**src/rtl/pwm_consts.svh**
```systemverilog
`ifndef PWM_CONSTS_SVH
`define PWM_CONSTS_SVH

// register byte offsets
`define ADDR_CTRL       12'h000
`define ADDR_RELOAD     12'h004
`define ADDR_DUTY0      12'h008
`define ADDR_DUTY1      12'h00C
`define ADDR_DUTY2      12'h010
`define ADDR_DUTY3      12'h014
`define ADDR_STATUS     12'h018
`define ADDR_COUNT      12'h01C

// control register fields
`define CTRL_RUN_BIT    0
`define CTRL_EN_LSB     4
`define CTRL_POL_LSB    8
`define CTRL_DIV_LSB    16
`define CTRL_DIV_W      8

// reset values and counter maximum
`define RST_CTRL        32'h0000_0000
`define RST_RELOAD      12'h000
`define RST_DUTY        12'h000
`define CNT_MAX         12'hFFF

`endif

```
**src/rtl/pwm_pkg.sv**
```systemverilog
package pwm_pkg;
    typedef logic [11:0] count_type;
    typedef enum logic [0:0] {
        POL_ZERO = 1'b0,
        POL_ONE  = 1'b1
    } polarity_type;
endpackage

```
**src/rtl/tick_divider.sv**
```systemverilog
`timescale 1ns/1ps
`default_nettype none
module tick_divider
    import pwm_pkg::*;
#(
    parameter int W = 8
) (
    input  wire logic         I_CLK,     // system clock
    input  wire logic         I_SYS_RST, // sync reset
    input  wire logic         i_run,     // divider enable
    input  wire logic [W-1:0] i_div,     // divide by i_div+1
    output logic              o_tick     // one-cycle tick
);
    logic [W-1:0] cnt;
    logic [W-1:0] next_cnt;
    logic         next_tick;

    always_comb begin
        next_cnt  = cnt;
        next_tick = 1'b0;
        if (i_run) begin
            if (cnt >= i_div) begin
                next_cnt  = '0;
                next_tick = 1'b1;
            end else begin
                next_cnt = cnt + 1'b1;
            end
        end else begin
            next_cnt = '0;
        end
    end

    always_ff @(posedge I_CLK) begin
        if (I_SYS_RST) begin
            cnt    <= '0;
            o_tick <= 1'b0;
        end else begin
            cnt    <= next_cnt;
            o_tick <= next_tick;
        end
    end
endmodule
`default_nettype wire

```
**src/rtl/pwm_channel.sv**
```systemverilog
`timescale 1ns/1ps
`default_nettype none
module pwm_channel
    import pwm_pkg::*;
(
    input  wire logic         I_CLK,     // system clock
    input  wire logic         I_SYS_RST, // sync reset
    input  wire logic         i_en,      // channel enable
    input  wire polarity_type i_pol,     // polarity setting
    input  wire count_type    i_count,   // shared counter
    input  wire count_type    i_duty,    // duty value
    output logic              o_pwm      // registered output
);
    logic next_pwm;
    logic above;

    always_comb begin
        above    = i_count > i_duty;
        next_pwm = 1'b0;
        if (i_en) begin
            if (i_pol == POL_ZERO) begin
                next_pwm = ~above;
            end else begin
                next_pwm = above;
            end
        end
    end

    always_ff @(posedge I_CLK) begin
        if (I_SYS_RST) begin
            o_pwm <= 1'b0;
        end else begin
            o_pwm <= next_pwm;
        end
    end
endmodule
`default_nettype wire

```
**src/rtl/auto_reload_pwm_channels.sv**
```systemverilog
// Overview of operation
// four channels 0..3, each with its own enable, duty value and polarity.
// a 12-bit reload value accepts any setting 0x000..0xFFF.
// polarity zero drives low when count exceeds duty, else high.
// polarity one drives high when count exceeds duty, else low.
// each channel has a 12-bit duty register loadable 0x000..0xFFF.
// software sets duty above reload to get a toggling output.
// software sets up the counter clock before configuring channels.
// counter counts up per tick and reloads from the reload value at 0xFFF.
`timescale 1ns/1ps
`default_nettype none
`include "pwm_consts.svh"
module auto_reload_pwm_channels
    import pwm_pkg::*;
#(
    parameter int NUM_CH = 4
) (
    input  wire logic        I_CLK,     // 10 MHz clock
    input  wire logic        I_SYS_RST, // sync reset, active high
    input  wire logic        PSEL,      // apb select
    input  wire logic        PENABLE,   // apb enable
    input  wire logic        PWRITE,    // apb direction
    input  wire logic [11:0] PADDR,     // apb byte address
    input  wire logic [31:0] PWDATA,    // apb write data
    output logic      [31:0] PRDATA,    // apb read data
    output logic             PREADY,    // apb ready
    output logic             PSLVERR,   // apb error
    output logic [NUM_CH-1:0] O_PWM     // channel output pins
);
    logic [31:0]     ctrl;
    logic [31:0]     next_ctrl;
    count_type       reload_value_register;
    count_type       next_reload;
    count_type       duty [NUM_CH];
    count_type       next_duty [NUM_CH];
    count_type       count;
    count_type       next_count;
    logic            wrap_seen;
    logic            next_wrap_seen;
    logic            tick;
    logic            access;
    logic            run;

    function automatic logic addr_valid(input logic [11:0] a);
        addr_valid = (a == `ADDR_CTRL)   || (a == `ADDR_RELOAD) ||
                     (a == `ADDR_DUTY0)  || (a == `ADDR_DUTY1)  ||
                     (a == `ADDR_DUTY2)  || (a == `ADDR_DUTY3)  ||
                     (a == `ADDR_STATUS) || (a == `ADDR_COUNT);
    endfunction

    function automatic int duty_index(input logic [11:0] a);
        duty_index = (int'(a) - int'(`ADDR_DUTY0)) / 4;
    endfunction

    assign access = PSEL && PENABLE;
    assign run    = ctrl[`CTRL_RUN_BIT];
    // zero wait states: answer in the access phase itself
    assign PREADY = 1'b1;

    // counter clock setup: run bit plus prescaler
    tick_divider #(
        .W(`CTRL_DIV_W)
    ) u_div (
        .I_CLK    (I_CLK),
        .I_SYS_RST(I_SYS_RST),
        .i_run    (run),
        .i_div    (ctrl[`CTRL_DIV_LSB +: `CTRL_DIV_W]),
        .o_tick   (tick)
    );

    always_comb begin
        next_ctrl   = ctrl;
        next_reload = reload_value_register;
        for (int i = 0; i < NUM_CH; i++) begin
            next_duty[i] = duty[i];
        end
        if (access) begin
            if (PWRITE) begin
                case (PADDR)
                    `ADDR_CTRL: next_ctrl = PWDATA & 32'h00FF_0FF1;
                    `ADDR_RELOAD: next_reload = PWDATA[11:0];
                    `ADDR_DUTY0, `ADDR_DUTY1, `ADDR_DUTY2, `ADDR_DUTY3:
                        next_duty[duty_index(PADDR)] = PWDATA[11:0];
                    default: ;
                endcase
            end
        end
    end

    // read data mux is combinational so data is valid in the access phase
    always_comb begin
        PRDATA = 32'h0000_0000;
        if (access && !PWRITE) begin
            case (PADDR)
                `ADDR_CTRL:   PRDATA = ctrl;
                `ADDR_RELOAD: PRDATA = {20'h00000, reload_value_register};
                `ADDR_DUTY0, `ADDR_DUTY1, `ADDR_DUTY2, `ADDR_DUTY3:
                    PRDATA = {20'h00000, duty[duty_index(PADDR)]};
                `ADDR_STATUS: PRDATA = {27'h0000000, wrap_seen,
                                        O_PWM[3:0]};
                `ADDR_COUNT:  PRDATA = {20'h00000, count};
                default:      PRDATA = 32'h0000_0000;
            endcase
        end
    end

    assign PSLVERR = access && !addr_valid(PADDR);

    always_comb begin
        next_count     = count;
        next_wrap_seen = wrap_seen;
        if (!run) begin
            // stopped counter restarts from the reload value
            next_count = reload_value_register;
        end else if (tick) begin
            if (count == `CNT_MAX) begin
                next_count     = reload_value_register;
                next_wrap_seen = 1'b1;
            end else begin
                next_count = count + 12'h001;
            end
        end
        // status read clears the wrap flag; a wrap in the same cycle wins
        if (access && !PWRITE && PADDR == `ADDR_STATUS &&
            !(run && tick && count == `CNT_MAX)) begin
            next_wrap_seen = 1'b0;
        end
    end

    always_ff @(posedge I_CLK) begin
        if (I_SYS_RST) begin
            ctrl                  <= `RST_CTRL;
            reload_value_register <= `RST_RELOAD;
            for (int i = 0; i < NUM_CH; i++) begin
                duty[i] <= `RST_DUTY;
            end
            count     <= `RST_RELOAD;
            wrap_seen <= 1'b0;
        end else begin
            ctrl                  <= next_ctrl;
            reload_value_register <= next_reload;
            for (int i = 0; i < NUM_CH; i++) begin
                duty[i] <= next_duty[i];
            end
            count     <= next_count;
            wrap_seen <= next_wrap_seen;
        end
    end

    // output with duty < reload never toggles; software must obey
    for (genvar g = 0; g < NUM_CH; g++) begin : g_ch
        pwm_channel u_ch (
            .I_CLK    (I_CLK),
            .I_SYS_RST(I_SYS_RST),
            .i_en     (ctrl[`CTRL_EN_LSB + g]),
            .i_pol    (polarity_type'(ctrl[`CTRL_POL_LSB + g])),
            .i_count  (count),
            .i_duty   (duty[g]),
            .o_pwm    (O_PWM[g])
        );
    end
endmodule
`default_nettype wire

```
**config.mk**
```make
export PLATFORM = sky130hd
export DESIGN_NAME = auto_reload_pwm_channels
export DESIGN_NICKNAME = d
export VERILOG_FILES = /design/src/rtl/pwm_pkg.sv /design/src/rtl/tick_divider.sv /design/src/rtl/pwm_channel.sv /design/src/rtl/auto_reload_pwm_channels.sv
export VERILOG_INCLUDE_DIRS = /design/src /design/src/rtl
export SDC_FILE = /design/constraint.sdc
export NUM_CORES = 1
export LEC_CHECK = 0
export BUFFER_PORTS_ARGS = -buffer_cell sky130_fd_sc_hd__buf_4
export CELL_PAD_IN_SITES_DETAIL_PLACEMENT = 0
export CELL_PAD_IN_SITES_GLOBAL_PLACEMENT = 1
export CORE_UTILIZATION = 30
export CTS_CLUSTER_DIAMETER = 40
export DETAILED_ROUTE_END_ITERATION = 10
export PLACE_DENSITY_LB_ADDON = 0.1
export SLEW_MARGIN = 20
export SYNTH_ARGS = -nofsm -noshare
export SYNTH_HDL_FRONTEND = slang
export SYNTH_SLANG_ARGS = --single-unit
export TNS_END_PERCENT = 100
```
**constraint.sdc**
```tcl
create_clock -name I_CLK -period 3.7 [get_ports I_CLK]
set_input_delay 0.185 -clock I_CLK [delete_from_list [all_inputs] [get_ports I_CLK]]
set_output_delay 0.185 -clock I_CLK [all_outputs]
set_load 0.01 [all_outputs]
```
==> flow_metrics.py <==
metrics = {
    "cts": {
        "clockBufferDepth": 2,
        "clkSinkCount": 103,
        "clk_pin_slew_ns": 0.07,
        "cts_inserted_buffers": 9,
        "htree_num_levels": 3,
        "insertion_delay_ns": 0.36,
        "ctsHoldBuffers": 0,
        "cts_tree": "built",
        "cts_root_buffer": "clkbuf_16",
    },
    "sta": {
        "finClkSkew_ns": 0.004946,
        "slew_viol_final": 0,
        "hold_viol": 0,
        "tightest_slew_ns": 1.367,
        "layout_min_cycle_time_ns": 3.499,
        "period_share_pct": 94.56,
        "fmax_mhz": 285.8,
        "final-setup-viol-count": 0,
        "fin_tns_setup_ns": 0,
        "maxSlewHeadroom_pct": 6.509,
    },
    "finish": {
        "drive_above_1_share_pct": 19.48,
        "areaGrowthSynthToFinish_pct": 18.93,
        "instances_no_fill": 1191,
        "nFillCells": 2345,
        "num_antenna_cells": 0,
        "nets": 990,
    },
    "setup_path": {
        "cp_max_fo": 6,
        "critical_path_arrival_ns": 3.70,
        "critPathLaunchType": "input pin",
        "worstSetupPathType": "input pin to flip-flop",
        "crit_chain": "buf_4 -> nor4_4 -> nand4_1 -> nor2_1 -> ha_2 -> ha_4 -> nor4b_4 -> nand3_1 -> or2_4 -> ha_2 -> or4b_4 -> nor3_4 -> nand4_1 -> nor3_4 -> buf_12 -> o2111ai_4 -> clkbuf_16 -> mux2i_1 -> nor2_1",
        "critical_path.max_stage_delay_ns": 0.49,
        "cp-end-kind": "flip-flop",
        "critPathSlowestCell": "or4b_4",
        "crit_required_ns": 3.91,
    },
    "placed_design": {
        "placed_cells": 1173,
        "gp_congestion": 0.8216,
        "dpl.hpwl_um": 16770,
        "io_buffers": 61,
    },
    "route": {
        "firstDrtPassIters": 5,
        "drc_errors": 0,
        "avgViaCountPerCell": 5.006,
        "ant_nets": 0,
        "vias": 5962,
        "finalWirelength_um": 22100,
        "drt_iter0_markers": 439,
        "wire_per_inst_um": 18.56,
    },
    "global_routing": {
        "track_usage_pct": 18.74,
        "grt_antenna_before_repair": 0,
        "grt_max_degree": 96,
        "grt_overflow": 0,
        "grt_pass1_vias": 6001,
        "grt_pass1_wl_um": 34020,
    },
    "floorplanning": {
        "core_mm2": 0.02278,
        "dieArea_mm2": 0.02401,
        "start_util_pct": 30.82,
        "num_rows": 55,
        "die_h_um": 155.0,
        "ios": 87,
        "die_w_um": 155.0,
    },
    "yosys": {
        "ys_seq_area_share_pct": 29.38,
        "synth_ff_type": "dfxtp_1",
        "synth_area_per_cell_um2": 8.874,
        "synth_cells": 791,
        "post-synth-top-count-cell": "dfxtp_1",
        "synthTopCellsByCount": "dfxtp_1, nor2_1, ha_1",
        "synth_top_area_share_pct": 29.38,
        "synth_edf_count": 0,
        "yosysWarnings": 0,
        "ys_seq_elements": 103,
        "synthArstFlopShare_pct": 0,
        "yosysUniqueCellTypes": 66,
        "syn-cell-area_mm2": 0.007019,
        "synthTopCellsByArea": "dfxtp_1, ha_1, mux2i_1, nor2_1, mux4_2",
        "synth_top_area_cell": "dfxtp_1",
    },
    "min_path": {
        "hold_class": "input pin to flip-flop",
    },
    "power": {
        "design_power_total_w": 0.002285,
        "power_leakage_nw": 3.677,
        "ir_worst_vdd_mv": 0.1663,
        "power_density_mw_per_mm2": 273.7,
    },
    "run": {
        "drv_cap": 0,
    },
    "run_status": {
        "status": "completed",
    },
}
cell usage in the layout (no fill, tap or decap), drive strengths merged, types with 5 or more instances in the layout:
master,instances
nand3,20
a211oi,7
mux2i,61
o21ai,10
a22oi,7
inv,69
xor2,9
a21o,19
o21a,10
nor2,92
mux2,5
clkbuf,11
dfxtp,103
a222oi,6
buf,113
a21oi,42
nor4,5
conb,13
xnor2,6
a2111oi,5
o2111ai,5
mux4,12
and3,12
nand2,59
nand4,19
ha,68
nor2b,7
nor4b,5
nor3,31
worst max-delay path, delay by kind of cell:
family | cells | cell delay (ns)
AND/OR/NAND/NOR | 11 | 2.20
buffers and inverters | 3 | 0.50
adder cells (fa/ha/maj) | 3 | 0.50
AO/OA/AOI/OAI | 1 | 0.16
multiplexers | 1 | 0.14
metrics by stage:
step | util (%) | setup WS (ns) | hold slack (ns) | area (um^2)
after floorplan | - | -0.02316 | 0.3210 | 7092
after global placement | 35.06 | -0.2347 | 0.4345 | 7985
after detailed placement | 35.06 | -0.2388 | 0.4466 | 7985
after CTS | 36.40 | 0.1254 | 0.06181 | 8292
after global routing | 36.65 | -0.02251 | 0.06709 | 8348
final | 36.65 | 0.2014 | 0.07009 | 8348
power by group:
group	total, W	internal (W)	leakage (nW)	switching, W
registers	0.00111	0.00111	0.829	0.0000000182
clock network	0.00101	0.000549	0.151	0.000465
logic	0.000164	0.0000648	2.70	0.0000988
total	0.00228	0.00172	3.68	0.000564
worst paths after layout:
check                         from                       endpoint  slack, ns  cells after the start
min reg2reg  ctrl[18]$_SDFFE_PP0P_          ctrl[18]$_SDFFE_PP0P_       0.47                      2
min                     PWDATA[19]          ctrl[19]$_SDFFE_PP0P_       0.07                      3
max                       PADDR[9]        duty[0][8]$_SDFFE_PP0P_       0.20                     19
max reg2reg  count[1]$_SDFFE_PP0P_  g_ch[2].u_ch.o_pwm$_SDFF_PP0_       0.68                      9
what timing repair did:
action | in CTS | in global routing
gates resized for setup | 0 | 4
setup endpoints to repair | 0 | 48
endpoints found under the hold margin | 0 | 0
buffers inserted | 0 | 1
sequential cells by signal, summed over array words and instances, names as in the netlist:
register	cells
count	12
ctrl	17
duty	48
g_ch.u_ch.o_pwm	4
reload_value_register	12
u_div.cnt	8
u_div.o_tick	1
wrap_seen	1
area by class of cell:
cell class	count	area (um^2)	share of cell area (%)
Clock buffer	10	239.0	2.863
Sequential cell	103	2062	24.70
Timing Repair Buffer	114	935.9	11.21
Inverter	67	251.5	3.013
Multi-Input combinational cell	578	4400	52.71
Clock inverter	6	67.56	0.8094
Tap cell	313	391.6	4.691
cell families (layout without fill, tap and decap cells):
| logic type | Yosys count | after routing | share of synthesized area [%] |
|---|---|---|---|
| simple gates | 268 | 268 | 18.98 |
| compound gates | 136 | 136 | 14.55 |
| buf+inv | 121 | 197 | 9.536 |
| flops | 103 | 103 | 29.38 |
| mux | 78 | 78 | 13.35 |
| fa+ha+maj | 68 | 68 | 12.12 |
| xor+xnor | 15 | 15 | 1.979 |
| other cells | 2 | 13 | 0.1070 |
routing by layer:
layer	global-route usage [%]	up-vias	routed length (um)	share of wire (%)
met4	4.715	0	261	1.2
met1	25.85	2899	10850	49
met3	2.423	22	631	2.9
li1	-	2957	-	-
met5	0	-	0	0
met2	30.78	84	10350	47
Power figures use the tool's default switching activity.
